--- config.mk ---
export PLATFORM = sky130hd
export DESIGN_NAME = lss_core
export DESIGN_NICKNAME = d
export VERILOG_FILES = /design/src/core/lss_pkg.sv /design/src/core/lss_core.sv
export VERILOG_INCLUDE_DIRS = /design/src /design/src/core
export SDC_FILE = /design/constraint.sdc
export NUM_CORES = 1
export LEC_CHECK = 0
export BUFFER_PORTS_ARGS = -buffer_cell sky130_fd_sc_hd__buf_2
export CORE_MARGIN = 3
export CORE_UTILIZATION = 40
export DETAILED_ROUTE_END_ITERATION = 7
export PLACE_DENSITY = 0.63
export SYNTH_ARGS = -nofsm -noshare
export SYNTH_HDL_FRONTEND = slang
export SYNTH_SLANG_ARGS = --single-unit
--- constraint.sdc ---
create_clock -name i_clock -period 4.6 [get_ports i_clock]
set_clock_uncertainty 0.1 [all_clocks]
set_input_delay 0.92 -clock i_clock [delete_from_list [all_inputs] [get_ports i_clock]]
set_output_delay 0.92 -clock i_clock [all_outputs]
set_load 0.05 [all_outputs]
--- src/core/lss_defines.svh ---
// constants for the line sensing status and control block
// assumes inclusion by bare name from the block package and design file
`ifndef LSS_DEFINES_SVH
`define LSS_DEFINES_SVH
`define LSS_AW 8
`define LSS_DW 8
`define LSS_ADR_RING_THRESHOLD_SELECT 8'h0E
`define LSS_ADR_RXCTL 8'h14
`define LSS_ADR_CIDCTL 8'h15
`define LSS_ADR_DETEN 8'h30
`define LSS_ADR_STAT 8'h31
`define LSS_ADR_IEN 8'h32
`define LSS_ADR_ICLR 8'h33
`define LSS_ADR_LIVE 8'h34
`define LSS_ADR_RING 8'h35
`define LSS_ADR_LOOP 8'h36
`define LSS_BIT_RECEIVE_GAIN_BOOST 3
`define LSS_BIT_CALLER_ID_PATH_MODE 4
`define LSS_DEN_MASTER 0
`define LSS_DEN_UV 1
`define LSS_DEN_OV 2
`define LSS_DEN_OC 3
`define LSS_DEN_OVSEL 4
`define LSS_DEN_LINEPWR 5
`define LSS_DEN_LIU 6
`define LSS_DEN_PPU 7
`define LSS_ST_RING 0
`define LSS_ST_UV 1
`define LSS_ST_OV 2
`define LSS_ST_OC 3
`define LSS_ST_ACOL 4
`define LSS_ST_PPU 5
`define LSS_ST_LIU 6
`define LSS_NEV 7
`define LSS_RTH1 8'h0F
`define LSS_RTH2 8'h1E
`define LSS_RTH3 8'h2D
`define LSS_OV60 8'h3C
`define LSS_OV70 8'h46
`define LSS_LIU_MIN 8'h10
`define LSS_UV_MIN 8'h08
`define LSS_PPU_DROP 8'h04
`define LSS_IEN_RST 7'h01
`endif

--- src/core/lss_pkg.sv ---
// types shared by the line sensing status and control block
// assumes lss_defines.svh is compiled alongside
`include "lss_defines.svh"
package lss_pkg;
	typedef struct packed {
		logic [`LSS_AW-1:0] addr;
		logic [`LSS_DW-1:0] wdata;
		logic wr;
		logic rd;
	} lss_bus_t;
	typedef struct packed {
		logic [`LSS_DW-1:0] ring_sample;
		logic [`LSS_DW-1:0] loop_sample;
		logic sample_valid;
		logic ac_overload;
		logic overcurrent;
		logic offhook;
	} lss_sense_t;
	typedef enum logic [1:0] {LSS_ONHOOK, LSS_OFFHOOK, LSS_TRIPPED} lss_hook_t;
endpackage

--- src/core/lss_core.sv ---
// line sensing status and control: aux converter samples, detectors, registers
// assumes 8-bit signed converter samples with a valid strobe, and an analog hook path
// Overview of operation
// - 8-bit aux converter samples ring sense pins
// - large ring-sense swing raises wake and status
// - loop voltage sample flags line in use
// - offhook voltage drop flags parallel pickup
// - polarity reversal detected only while on-hook
// - offhook caller ID uses normal receive path
// - over-voltage or over-current forces on-hook
// - under-voltage in line power selects barrier power
// - per-function enables gated by master enable
// - under-voltage status is an interrupt source
// - over-voltage threshold selectable 60 or 70
// - AC overload indicator above peak level
// - over-current flagged, on-hook if enabled
// - write-only receive boost, default zero
// - caller ID mode routes ring sense to filter
// - two-bit ring threshold selects detect level
// - threshold zero disables ring detection
// - ring status latched, cleared on read, maskable
//
// Implementation choice: the strobed register port.
`timescale 1ns/1ps
`include "lss_defines.svh"
module lss_core (
	// clock, reset, enable
	input wire logic i_clock,
	input wire logic i_rst,
	input wire logic i_ce,
	// register port
	input wire lss_pkg::lss_bus_t i_bus,
	output logic [`LSS_DW-1:0] o_rdata,
	// converter and line inputs
	input wire lss_pkg::lss_sense_t i_sense,
	input wire logic i_hook_request,
	// line side controls
	output logic o_offhook,
	output logic o_barrier_power,
	output logic o_wake,
	output logic o_rx_boost,
	output logic o_cid_mode,
	output logic o_rx_normal_path,
	// interrupt
	output logic o_irq
);
	function automatic logic [7:0] mag(input logic [7:0] s);
		mag = s[7] ? ~s : s;
	endfunction
	function automatic logic hit(input logic [7:0] a, input logic [7:0] a_r);
		hit = (a & ~a_r) != 8'h00;
	endfunction

	logic [1:0] ring_threshold_select_r;
	logic receive_gain_boost_r, caller_id_path_mode_r, normal_r;
	logic [7:0] den_r;
	logic [`LSS_NEV-1:0] stat_r, ien_r;
	logic [7:0] ring_r, loop_r;
	logic ring_above_r, pol_r, pol_valid_r;
	logic hook_r, barrier_r, wake_r, irq_r;
	logic [7:0] rdata_r;

	wire bus_wr = i_ce & i_bus.wr;
	wire bus_rd = i_ce & i_bus.rd;
	wire [7:0] adr = i_bus.addr;
	wire wr_ring_threshold_select = bus_wr & (adr == `LSS_ADR_RING_THRESHOLD_SELECT);
	wire wr_rx = bus_wr & (adr == `LSS_ADR_RXCTL);
	wire wr_cid = bus_wr & (adr == `LSS_ADR_CIDCTL);
	wire wr_den = bus_wr & (adr == `LSS_ADR_DETEN);
	wire wr_ien = bus_wr & (adr == `LSS_ADR_IEN);
	wire master = den_r[`LSS_DEN_MASTER];
	wire [7:0] ring_mag = mag(i_sense.ring_sample);
	wire [7:0] loop_mag = mag(i_sense.loop_sample);
	wire [7:0] ring_th = (ring_threshold_select_r == 2'h1) ? `LSS_RTH1 :
		(ring_threshold_select_r == 2'h2) ? `LSS_RTH2 : `LSS_RTH3;
	wire ring_en = ring_threshold_select_r != 2'h0;
	wire smp = i_sense.sample_valid;
	wire ring_above = smp & ring_en & (ring_mag > ring_th);
	wire ring_rise = ring_above & ~ring_above_r;
	wire pol_now = i_sense.loop_sample[7];
	wire rev_ev = smp & ring_en & ~hook_r & pol_valid_r & (pol_now != pol_r) &
		(loop_mag > ring_th);
	wire ring_ev = ring_rise | rev_ev;
	wire [7:0] ov_th = den_r[`LSS_DEN_OVSEL] ? `LSS_OV70 : `LSS_OV60;
	wire ov_ev = master & den_r[`LSS_DEN_OV] & smp & (loop_mag > ov_th);
	wire oc_ev = master & den_r[`LSS_DEN_OC] & i_sense.overcurrent;
	wire uv_ev = master & den_r[`LSS_DEN_UV] & smp & hook_r & (loop_mag < `LSS_UV_MIN);
	wire acol_ev = master & i_sense.ac_overload;
	wire liu_ev = master & den_r[`LSS_DEN_LIU] & smp & ~hook_r &
		(loop_mag < `LSS_LIU_MIN);
	wire ppu_ev = master & den_r[`LSS_DEN_PPU] & smp & hook_r & (loop_r > loop_mag) &
		((loop_r - loop_mag) > `LSS_PPU_DROP);
	wire trip = ov_ev | oc_ev;
	wire [`LSS_NEV-1:0] ev;
	assign ev[`LSS_ST_RING] = ring_ev;
	assign ev[`LSS_ST_UV] = uv_ev;
	assign ev[`LSS_ST_OV] = ov_ev;
	assign ev[`LSS_ST_OC] = oc_ev;
	assign ev[`LSS_ST_ACOL] = acol_ev;
	assign ev[`LSS_ST_PPU] = ppu_ev;
	assign ev[`LSS_ST_LIU] = liu_ev;
	wire rd_stat = bus_rd & (adr == `LSS_ADR_STAT);
	wire wr_clr = bus_wr & (adr == `LSS_ADR_ICLR);
	wire [`LSS_NEV-1:0] clr = (wr_clr ? i_bus.wdata[`LSS_NEV-1:0] : 7'h00) |
		(rd_stat ? 7'h01 : 7'h00);
	wire [`LSS_NEV-1:0] stat_nxt = (stat_r & ~clr) | (i_ce ? ev : 7'h00);
	wire [`LSS_NEV-1:0] ien_nxt = wr_ien ? i_bus.wdata[`LSS_NEV-1:0] : ien_r;
	wire hook_nxt = trip ? 1'b0 : i_hook_request;
	wire [7:0] rd_mux =
		(adr == `LSS_ADR_RING_THRESHOLD_SELECT) ? {6'h00, ring_threshold_select_r} :
		(adr == `LSS_ADR_CIDCTL) ? {3'h0, caller_id_path_mode_r, 4'h0} :
		(adr == `LSS_ADR_DETEN) ? den_r :
		(adr == `LSS_ADR_STAT) ? {1'b0, stat_r} :
		(adr == `LSS_ADR_IEN) ? {1'b0, ien_r} :
		(adr == `LSS_ADR_LIVE) ? {5'h00, barrier_r, wake_r, hook_r} :
		(adr == `LSS_ADR_RING) ? ring_r :
		(adr == `LSS_ADR_LOOP) ? loop_r : 8'h00;

	// host control registers, one short block each
	always_ff @(posedge i_clock) begin
		if (i_rst) begin
			ring_threshold_select_r <= 2'h0;
		end else if (wr_ring_threshold_select) begin
			ring_threshold_select_r <= i_bus.wdata[1:0];
		end
	end

	always_ff @(posedge i_clock) begin
		if (i_rst) begin
			receive_gain_boost_r <= 1'b0;
		end else if (wr_rx) begin
			receive_gain_boost_r <= i_bus.wdata[`LSS_BIT_RECEIVE_GAIN_BOOST];
		end
	end

	// normal path is registered so the output leaves a flip-flop
	always_ff @(posedge i_clock) begin
		if (i_rst) begin
			caller_id_path_mode_r <= 1'b0;
			normal_r <= 1'b1;
		end else if (wr_cid) begin
			caller_id_path_mode_r <= i_bus.wdata[`LSS_BIT_CALLER_ID_PATH_MODE];
			normal_r <= ~i_bus.wdata[`LSS_BIT_CALLER_ID_PATH_MODE];
		end
	end

	always_ff @(posedge i_clock) begin
		if (i_rst) begin
			den_r <= 8'h00;
		end else if (wr_den) begin
			den_r <= i_bus.wdata;
		end
	end

	always_ff @(posedge i_clock) begin
		if (i_rst) begin
			ien_r <= `LSS_IEN_RST;
		end else if (wr_ien) begin
			ien_r <= ien_nxt;
		end
	end

	always_ff @(posedge i_clock) begin
		if (i_rst) begin
			stat_r <= 7'h00;
			irq_r <= 1'b0;
			rdata_r <= 8'h00;
		end else if (i_ce) begin
			stat_r <= stat_nxt;
			irq_r <= (stat_nxt & ien_nxt) != 7'h00;
			rdata_r <= bus_rd ? rd_mux : 8'h00;
		end
	end

	always_ff @(posedge i_clock) begin
		if (i_rst) begin
			ring_r <= 8'h00;
			loop_r <= 8'h00;
			ring_above_r <= 1'b0;
			pol_r <= 1'b0;
			pol_valid_r <= 1'b0;
			wake_r <= 1'b0;
		end else if (i_ce && smp) begin
			ring_r <= i_sense.ring_sample;
			loop_r <= loop_mag;
			ring_above_r <= ring_above;
			pol_r <= pol_now;
			pol_valid_r <= 1'b1;
			wake_r <= ring_ev;
		end else if (i_ce) begin
			wake_r <= 1'b0;
		end
	end

	always_ff @(posedge i_clock) begin
		if (i_rst) begin
			hook_r <= 1'b0;
			barrier_r <= 1'b0;
		end else if (i_ce) begin
			hook_r <= hook_nxt;
			if (uv_ev && den_r[`LSS_DEN_LINEPWR]) barrier_r <= 1'b1;
			else if (!den_r[`LSS_DEN_LINEPWR]) barrier_r <= 1'b0;
		end
	end

	assign o_rdata = rdata_r;
	assign o_offhook = hook_r;
	assign o_barrier_power = barrier_r;
	assign o_wake = wake_r;
	assign o_rx_boost = receive_gain_boost_r;
	assign o_cid_mode = caller_id_path_mode_r;
	assign o_rx_normal_path = normal_r;
	assign o_irq = irq_r;

	// checks
	ring_latch_a: assert property (@(posedge i_clock) disable iff (i_rst)
		i_ce && ring_ev |=> stat_r[`LSS_ST_RING]) else $error("ring event not latched");
	ring_off_a: assert property (@(posedge i_clock) disable iff (i_rst)
		ring_threshold_select_r == 2'h0 |-> !ring_ev) else $error("ring detected with zero threshold");
	trip_hook_a: assert property (@(posedge i_clock) disable iff (i_rst)
		i_ce && trip |=> !o_offhook) else $error("no auto on-hook on trip");
	trip_gate_a: assert property (@(posedge i_clock) disable iff (i_rst)
		trip |-> master) else $error("trip without master enable");
	uv_barrier_a: assert property (@(posedge i_clock) disable iff (i_rst)
		i_ce && uv_ev && den_r[`LSS_DEN_LINEPWR] |=> o_barrier_power)
		else $error("no barrier power on undervoltage");
	rev_onhook_a: assert property (@(posedge i_clock) disable iff (i_rst)
		rev_ev |-> !o_offhook) else $error("reversal while offhook");
	irq_level_a: assert property (@(posedge i_clock) disable iff (i_rst)
		i_ce |=> o_irq == ((stat_r & ien_r) != 7'h00)) else $error("irq mismatch");
	ring_clear_a: assert property (@(posedge i_clock) disable iff (i_rst)
		i_ce && rd_stat && !ring_ev |=> !stat_r[`LSS_ST_RING]) else $error("read clear lost");
	cid_path_a: assert property (@(posedge i_clock) disable iff (i_rst)
		o_cid_mode |-> !o_rx_normal_path) else $error("normal path left on");
	// register writes
	boost_write_a: assert property (@(posedge i_clock) disable iff (i_rst)
		i_ce && wr_rx |=> o_rx_boost == $past(i_bus.wdata[`LSS_BIT_RECEIVE_GAIN_BOOST]))
		else $error("boost write lost");
	boost_hold_a: assert property (@(posedge i_clock) disable iff (i_rst)
		i_ce && !wr_rx |=> $stable(o_rx_boost))
		else $error("boost changed without write");
	cid_write_a: assert property (@(posedge i_clock) disable iff (i_rst)
		i_ce && wr_cid |=> o_cid_mode == $past(i_bus.wdata[`LSS_BIT_CALLER_ID_PATH_MODE]))
		else $error("caller id mode write lost");
	cid_hold_a: assert property (@(posedge i_clock) disable iff (i_rst)
		i_ce && !wr_cid |=> $stable(o_cid_mode))
		else $error("caller id mode changed without write");
	normal_path_a: assert property (@(posedge i_clock) disable iff (i_rst)
		!o_cid_mode |-> o_rx_normal_path)
		else $error("normal path cut outside caller id mode");
	ring_threshold_select_write_a: assert property (@(posedge i_clock) disable iff (i_rst)
		i_ce && wr_ring_threshold_select |=> ring_threshold_select_r == $past(i_bus.wdata[1:0]))
		else $error("ring threshold write lost");
	ring_threshold_select_hold_a: assert property (@(posedge i_clock) disable iff (i_rst)
		i_ce && !wr_ring_threshold_select |=> $stable(ring_threshold_select_r))
		else $error("ring threshold changed without write");
	den_write_a: assert property (@(posedge i_clock) disable iff (i_rst)
		i_ce && wr_den |=> den_r == $past(i_bus.wdata))
		else $error("detect enable write lost");
	ien_write_a: assert property (@(posedge i_clock) disable iff (i_rst)
		i_ce && wr_ien |=> ien_r == $past(i_bus.wdata[`LSS_NEV-1:0]))
		else $error("irq enable write lost");
	rdata_idle_a: assert property (@(posedge i_clock) disable iff (i_rst)
		i_ce && !bus_rd |=> o_rdata == 8'h00)
		else $error("read data outside read slot");
	freeze_state_a: assert property (@(posedge i_clock) disable iff (i_rst)
		!i_ce |=> $stable(stat_r) && $stable(o_offhook) && $stable(den_r))
		else $error("state moved with enable low");

	// sampling and ring detection
	ring_sample_a: assert property (@(posedge i_clock) disable iff (i_rst)
		i_ce && smp |=> ring_r == $past(i_sense.ring_sample))
		else $error("ring sample not kept");
	loop_sample_a: assert property (@(posedge i_clock) disable iff (i_rst)
		i_ce && smp |=> loop_r == $past(loop_mag))
		else $error("loop sample not kept");
	wake_pulse_a: assert property (@(posedge i_clock) disable iff (i_rst)
		i_ce && smp && ring_ev |=> o_wake)
		else $error("wake missing after ring event");
	wake_quiet_a: assert property (@(posedge i_clock) disable iff (i_rst)
		i_ce && !smp |=> !o_wake)
		else $error("wake without sample");
	rev_latch_a: assert property (@(posedge i_clock) disable iff (i_rst)
		i_ce && rev_ev |=> stat_r[`LSS_ST_RING])
		else $error("reversal not latched");
	pol_track_a: assert property (@(posedge i_clock) disable iff (i_rst)
		i_ce && smp |=> pol_valid_r)
		else $error("polarity reference not armed");
	ring_sticky_a: assert property (@(posedge i_clock) disable iff (i_rst)
		i_ce && !rd_stat && stat_r[`LSS_ST_RING] |=> stat_r[`LSS_ST_RING])
		else $error("ring status dropped without read");
	set_wins_a: assert property (@(posedge i_clock) disable iff (i_rst)
		i_ce && rd_stat && ring_ev |=> stat_r[`LSS_ST_RING])
		else $error("read clear beat new ring event");
	irq_mask_a: assert property (@(posedge i_clock) disable iff (i_rst)
		i_ce && ien_nxt == 7'h00 |=> !o_irq)
		else $error("irq raised while fully masked");

	// protection detectors
	master_gate_a: assert property (@(posedge i_clock) disable iff (i_rst)
		!master |-> ev[`LSS_ST_LIU:`LSS_ST_UV] == 6'h00)
		else $error("detector active without master enable");
	ov_latch_a: assert property (@(posedge i_clock) disable iff (i_rst)
		i_ce && ov_ev |=> stat_r[`LSS_ST_OV])
		else $error("over-voltage not latched");
	ov_sel_a: assert property (@(posedge i_clock) disable iff (i_rst)
		den_r[`LSS_DEN_OVSEL] && loop_mag <= `LSS_OV70 |-> !ov_ev)
		else $error("over-voltage below selected level");
	oc_latch_a: assert property (@(posedge i_clock) disable iff (i_rst)
		i_ce && oc_ev |=> stat_r[`LSS_ST_OC])
		else $error("over-current not latched");
	trip_stat_a: assert property (@(posedge i_clock) disable iff (i_rst)
		i_ce && trip |=> stat_r[`LSS_ST_OV] || stat_r[`LSS_ST_OC])
		else $error("trip without status");
	hook_follow_a: assert property (@(posedge i_clock) disable iff (i_rst)
		i_ce && !trip |=> o_offhook == $past(i_hook_request))
		else $error("hook not following request");
	acol_latch_a: assert property (@(posedge i_clock) disable iff (i_rst)
		i_ce && acol_ev |=> stat_r[`LSS_ST_ACOL])
		else $error("ac overload not latched");
	uv_latch_a: assert property (@(posedge i_clock) disable iff (i_rst)
		i_ce && uv_ev |=> stat_r[`LSS_ST_UV])
		else $error("under-voltage not latched");
	uv_offhook_a: assert property (@(posedge i_clock) disable iff (i_rst)
		uv_ev |-> o_offhook)
		else $error("under-voltage while onhook");
	barrier_hold_a: assert property (@(posedge i_clock) disable iff (i_rst)
		i_ce && o_barrier_power && den_r[`LSS_DEN_LINEPWR] |=> o_barrier_power)
		else $error("barrier power dropped early");
	barrier_drop_a: assert property (@(posedge i_clock) disable iff (i_rst)
		i_ce && !den_r[`LSS_DEN_LINEPWR] |=> !o_barrier_power)
		else $error("barrier power without line power mode");
	liu_onhook_a: assert property (@(posedge i_clock) disable iff (i_rst)
		liu_ev |-> !o_offhook)
		else $error("line in use flagged offhook");
	liu_latch_a: assert property (@(posedge i_clock) disable iff (i_rst)
		i_ce && liu_ev |=> stat_r[`LSS_ST_LIU])
		else $error("line in use not latched");
	ppu_offhook_a: assert property (@(posedge i_clock) disable iff (i_rst)
		ppu_ev |-> o_offhook)
		else $error("parallel pickup flagged onhook");
	ppu_latch_a: assert property (@(posedge i_clock) disable iff (i_rst)
		i_ce && ppu_ev |=> stat_r[`LSS_ST_PPU])
		else $error("parallel pickup not latched");

	ov_cov: cover property (@(posedge i_clock) disable iff (i_rst) ov_ev && o_offhook);
	ring_cov: cover property (@(posedge i_clock) disable iff (i_rst) ring_rise ##[1:20] o_irq);
	ppu_cov: cover property (@(posedge i_clock) disable iff (i_rst) ppu_ev);
	rev_cov: cover property (@(posedge i_clock) disable iff (i_rst) rev_ev);
endmodule

# Word-level counts from Yosys, hierarchy flattened
# Index checks and enable logic that the tools add are counted.
[classes]
addsub = 1
magnitude_cmp = 7
eq_ne = 14
n_mux = 23
bitwise = 47
n_reduce_logical = 6
[op_table]
columns = ["operator", "n"]
rows = [
  ["8-bit 2-to-1 mux", 11],
  ["8-bit by 6-bit equality test with 1-bit output (second input constant)", 7],
  ["1-bit AND", 35],
  ["7-bit 2-to-1 mux", 4],
  ["8-bit by 5-bit equality test with 1-bit output (second input constant)", 2],
  ["8-bit by 6-bit greater-than comparator with 1-bit output", 2],
  ["8-bit NOT", 2],
  ["7-bit AND", 2],
  ["6-bit 2-to-1 mux", 2],
  ["8-bit by 4-bit equality test with 1-bit output (second input constant)", 1],
  ["8-bit by 3-bit greater-than comparator with 1-bit output (second input constant)", 1],
  ["8-bit by 7-bit greater-than comparator with 1-bit output", 1],
  ["8-bit greater-than comparator", 1],
  ["8-bit by 4-bit < comparator with 1-bit output (second input constant)", 1],
  ["8-bit by 5-bit < comparator with 1-bit output (second input constant)", 1],
  ["8-bit subtractor", 1],
  ["7-bit NOT", 1],
  ["7-bit by 1-bit OR with 7-bit output", 1],
  ["7-bit OR", 1],
  ["7-bit nonzero test", 1],
  ["1-bit 2-to-1 mux", 6],
  ["2-bit nonzero test", 2],
  ["1-bit NOT", 3],
  ["2-bit by 1-bit equality test with 1-bit output (second input constant)", 1],
  ["other kinds (6)", 8],
]
[word_totals]
regBits = 58
in_bits = 42
out_inout_bits = 15
elab_cells = 115

# Logic depth before layout (Yosys ltp)
[depth]
depth_word = 11
mapped_depth = 17
mapped_depth_nobuf = 13

# Worst setup path after synthesis
# OpenSTA, ideal clock, no wires.
[synth_timing]
path_kind = "input -> register"
start = "input i_sense[11] (netlist bit)"
end = "register irq_r (netlist: o_irq)"
setup_time_ns = 0.128
arrival_ns = 3.833
required_ns = 4.372
setup_slack_ns = 0.539
path_stages = 17
path_buffers = 4
cell_sequence = "buf_4 > buf_6 > buf_4 > xnor2_1 > inv_1 > ha_1 > inv_1 > ha_1 > clkbuf_8 > or4_1 > o211ai_2 > nor2_1 > o2111ai_2 > xor2_1 > or4_1 > a221oi_2 > o22ai_1"
[synth_between]
word_cells_on_any_way = 22
classes_between = "add/sub: 1; order compare: 6; eq/ne: 1; mux: 2; bitwise: 11; reduce/logical: 1"
[synth_rtl]
columns = ["element", "line_no", "source"]
rows = [
  ["from (decl)", "lss_core.sv:35", "input wire lss_pkg::lss_sense_t i_sense,"],
  ["8-bit 2-to-1 mux *", "lss_core.sv:48", "mag = s[7] ? ~s : s;"],
  ["via loop_mag[0]", "lss_core.sv:73", "wire [7:0] loop_mag = mag(i_sense.loop_sample);"],
  ["8-bit subtractor (tied with other cells)", "lss_core.sv:92", "((loop_r - loop_mag) > `LSS_PPU_DROP);"],
  ["8-bit by 3-bit greater-than comparator with 1-bit output (no source line) (tied with other cells)", "--", ""],
  ["1-bit AND or 1-bit OR (tied branches)", "lss_core.sv:91, lss_core.sv:83", ""],
  ["7-bit 2-to-1 mux *", "lss_core.sv:106", "wire [`LSS_NEV-1:0] stat_nxt = (stat_r & ~clr) | (i_ce ? ev : 7'h00);"],
  ["7-bit OR *", "lss_core.sv:106", ""],
  ["7-bit AND *", "lss_core.sv:170", "irq_r <= (stat_nxt & ien_nxt) != 7'h00;"],
  ["7-bit nonzero test *", "lss_core.sv:170", ""],
  ["to (signal assigned)", "lss_core.sv:166", "irq_r <= 1'b0;"],
  ["to (signal assigned)", "lss_core.sv:170", ""],
  ["to (decl)", "lss_core.sv:60", "logic hook_r, barrier_r, wake_r, irq_r;"],
]
# The timed path passes the listed nets; every way through them passes the cells marked *.
# A chain may end at the register's enable or synchronous reset.

# Worst setup path after layout
[layout_timing]
start = "input i_sense[11] (netlist bit)"
end = "register stat_r[5]"
[layout_between]
word_cells_on_any_way = 9
classes_between = "add/sub: 1; order compare: 2; mux: 2; bitwise: 4"
[layout_rtl]
columns = ["element", "line_no", "source"]
rows = [
  ["8-bit 2-to-1 mux *", "lss_core.sv:48", ""],
  ["via loop_mag[0]", "lss_core.sv:73", ""],
  ["8-bit subtractor or 8-bit greater-than comparator (tied branches)", "lss_core.sv:92, lss_core.sv:91", ""],
  ["8-bit by 3-bit greater-than comparator with 1-bit output (no source line) or 1-bit AND (tied branches)", "--", ""],
  ["1-bit AND *", "lss_core.sv:91", "wire ppu_ev = master & den_r[`LSS_DEN_PPU] & smp & hook_r & (loop_r > loop_mag) &"],
  ["7-bit 2-to-1 mux *", "lss_core.sv:106", ""],
  ["7-bit OR *", "lss_core.sv:106", ""],
  ["to (signal assigned)", "lss_core.sv:169", "stat_r <= stat_nxt;"],
  ["to (decl)", "lss_core.sv:57", "logic [`LSS_NEV-1:0] stat_r, ien_r;"],
]
# Marks and branches as above.

==> reports/qor.yml <==
placed_design:
  post_dp_cell_area_sq_mm: 0.00433
  dp_hpwl_microns: 8580
  place.gp.congestion: 0.945
  portBuffers: 55
global_routing:
  grt-ovfl-total: 0
  grt_pass1_wl_microns: 18900
  grt_pass1_vias: 3640
  grt_usage_pct: 20.8
  grt_max_degree: 58
  antenna_found_initial: 0
critical_path:
  cp_max_fo: 10
  start_kind: "input pin"
  critical_path.cell_chain: "buf_2 -> xnor2_1 -> inv_1 -> ha_1 -> inv_1 -> ha_1 -> inv_1 -> o221ai_1 -> a221o_2 -> o2111ai_2 -> xor2_1 -> or4_1 -> a221oi_2 -> nor3_1"
  slowest_stage: "or4_1"
  path_buf_inv: 4
  crit_path_max_incr_delay_ns: 0.54
  end_kind: "flip-flop"
  worstPathArrival_ns: 3.93
  path_common_cell: "inv_1"
  crit_required_ns: 4.69
  cp_top_family: "compound AO/OA/AOI/OAI gates"
  critPathKind: "input pin to flip-flop"
synthesis:
  synth.area.mux_share_pct: 5.61
  synth_top_family_by_area: "compound AO/OA/AOI/OAI gates"
  synth-main-ff-cell: "dfxtp_1"
  synth_warnings: 0
  syn_area_sq_mm: 0.00410
  synth_compound_area_share_pct: 24.7
  synth_area_leaders: "dfxtp_1 28%, mux2i_1 5.6%, ha_1 5.2%"
  syn_area_per_cell_sq_um: 8.09
  ys_ff_latch: 57
  synth_most_common_cell: "dfxtp_1"
  yosysSeqAreaShare_pct: 27.8
  synth_enable_flop_cells: 0
  postSynthCellCount: 507
  ys_types: 85
  synth_xor_xnor_area_share_pct: 5.03
  synth-simple-area-share_pct: 23.4
  synth_nets: 566
  synth_commonest_cells: "57 x dfxtp_1, 56 x nor2_1, 42 x nand2_1"
  synth_area_leader_cell: "dfxtp_1"
  synth_adder_area_share_pct: 5.43
  synthArstFlopShare_pct: 0
  synth_top_cell_area_share_pct: 27.8
clock_network:
  clkTransAtPathRegs_ns: 0.07
  cts_inserted_buffers: 9
  cts-resized-gates: 0
  clk_latency_ns: 0.35
  clk_path_buf_depth: 2
  htree_levels: 3
  clkSinkCount: 57
  root_buffer: "clkbuf_8"
  post_cts_buffers: 0
  cts_tree: "done"
  postCtsHoldBufs: 0
floorplanning:
  die_h_microns: 107
  io_pins: 57
  core_area_sq_mm: 0.00986
  die_w_microns: 107
  fp-row-count: 36
  floorplan.initialDensity_pct: 41.6
  dieArea_sq_mm: 0.0115
drt:
  ant_nets: 0
  routedWlPerCell_microns: 17.2
  vias: 3868
  viasPerCell: 5.71
  drc: 0
  drt_iter0_drc: 357
  drt_first_pass_iters: 5
  totalWireLength_microns: 11700
power:
  vdd_ir_drop_max_uv: 216
  power_density_mw_per_mm2: 275
  leakagePower_nw: 1.85
layout:
  multi_input_area_sq_mm: 0.00263
  antenna_cells: 0
  final_nets: 599
  final_area_sq_mm: 0.00453
  drive_gt1_share_pct: 17.8
  fillCellCount: 1005
  area_growth_pct: 10.4
  area.sequential_sq_mm: 0.00114
timing:
  hold_violations: 0
  drv_slew: 0
  tightest_slew_ns: 1.04
  period_needed_ns: 3.84
  post-route-period-util_pct: 83.5
  setup_violations: 0
  fmax_mhz: 260
  hold_ws_ns: 0.356
  setup_tns_ns: 0
  rsz0062_at_grt: "false"
  relSlewSlack_pct: 30.6
worst_hold_path:
  hp-class: "flip-flop to flip-flop"
status:
  status: "finished, final reports clean"
flow_run:
  max_cap_violations: 0
[sequential cells by signal, summed over array words and instances, names as in the netlist]
name	cells
den_r	8
ien_r	7
loop_r	7
o_barrier_power	1
o_cid_mode	1
o_irq	1
o_offhook	1
o_rdata	8
o_rx_boost	1
o_rx_normal_path	1
o_wake	1
pol_r	1
pol_valid_r	1
ring_above_r	1
ring_r	8
ring_threshold_select_r	2
stat_r	7
[final timing paths]
| check | start | to | slack, ns | cells past startpoint |
|---|---|---|---|---|
| worst max-delay path | i_sense[11] | stat_r[5] | 0.76 | 14 |
| worst min-delay path | ring_r[7] | ring_r[7] | 0.36 | 2 |
| worst max register to register | loop_r[1] | stat_r[5] | 1.37 | 10 |
| worst min register to register | ring_r[7] | ring_r[7] | 0.36 | 2 |
[metal layers]
| layer | track usage (%) | part of all wire [%] | routed length [microns] | vias to the layer above |
|---|---|---|---|---|
| li1 | - | - | - | 1897 |
| met1 | 29.3 | 47 | 5470 | 1814 |
| met2 | 31.9 | 45 | 5220 | 138 |
| met3 | 3.96 | 6.2 | 728 | 19 |
| met4 | 6.85 | 2.1 | 250 | 0 |
| met5 | 0 | 0 | 0 | - |
[per-stage QoR]
stage / setup slack, ns / util [%] / std cells / power (mW)
after floorplan: 0.539 / - / 507 / 0.717
after global placement: 0.507 / 43.9 / 662 / 0.772
after detailed placement: 0.427 / 43.9 / 662 / 0.778
after CTS: 0.776 / 45.9 / 678 / 1.25
after global routing: 0.520 / 45.9 / 678 / 1.30
final: 0.759 / 45.9 / 678 / 1.25
[where the power goes]
group	total (mW)	internal [mW]	switching, mW
Sequential	0.519	0.503	0.0156
Clock	0.479	0.252	0.227
Combinational	0.250	0.0962	0.154
Total	1.25	0.851	0.396
[cell families after synthesis]
group / Yosys count
adders and majority gates: 18
xor gates and xnor gates: 21
buffers and inverters: 62
AOI/OAI and AO/OA: 143
and+or+nand+nor: 183
muxes: 23
DFF: 57
[placed cells by master, fill, tap and decap left out, drive strengths merged, types with 4 or more instances in the layout]
cell / n
buf: 58
dfxtp: 57
nor2: 56
nand2: 44
a21oi: 41
inv: 27
mux2i: 23
ha: 17
xnor2: 15
o21ai: 14
o22ai: 12
nor3: 12
nand2b: 11
clkbuf: 10
a211oi: 8
nor2b: 8
a22oi: 8
o211ai: 8
nand3: 7
a21o: 7
xor2: 6
a21boi: 6
o21a: 5
or3: 5
nand3b: 4
and3: 4
or4: 4
or2: 4
a2111oi: 4
[layout make-up]
class	instances	share of cell area [%]
Clock buffer	10	2.82
Tap cell	133	3.67
Clock inverter	6	1.49
Sequential cell	57	25.2
Inverter	26	2.15
Timing Repair Buffer	58	6.57
Multi-Input combinational cell	388	58.1
[tightest hold or removal path: stages (launching register included)]
cell and delay, ns:
dfxtp_1 0.31, nand2_1 0.05, a21oi_1 0.05
Power figures use the tool's default switching activity.
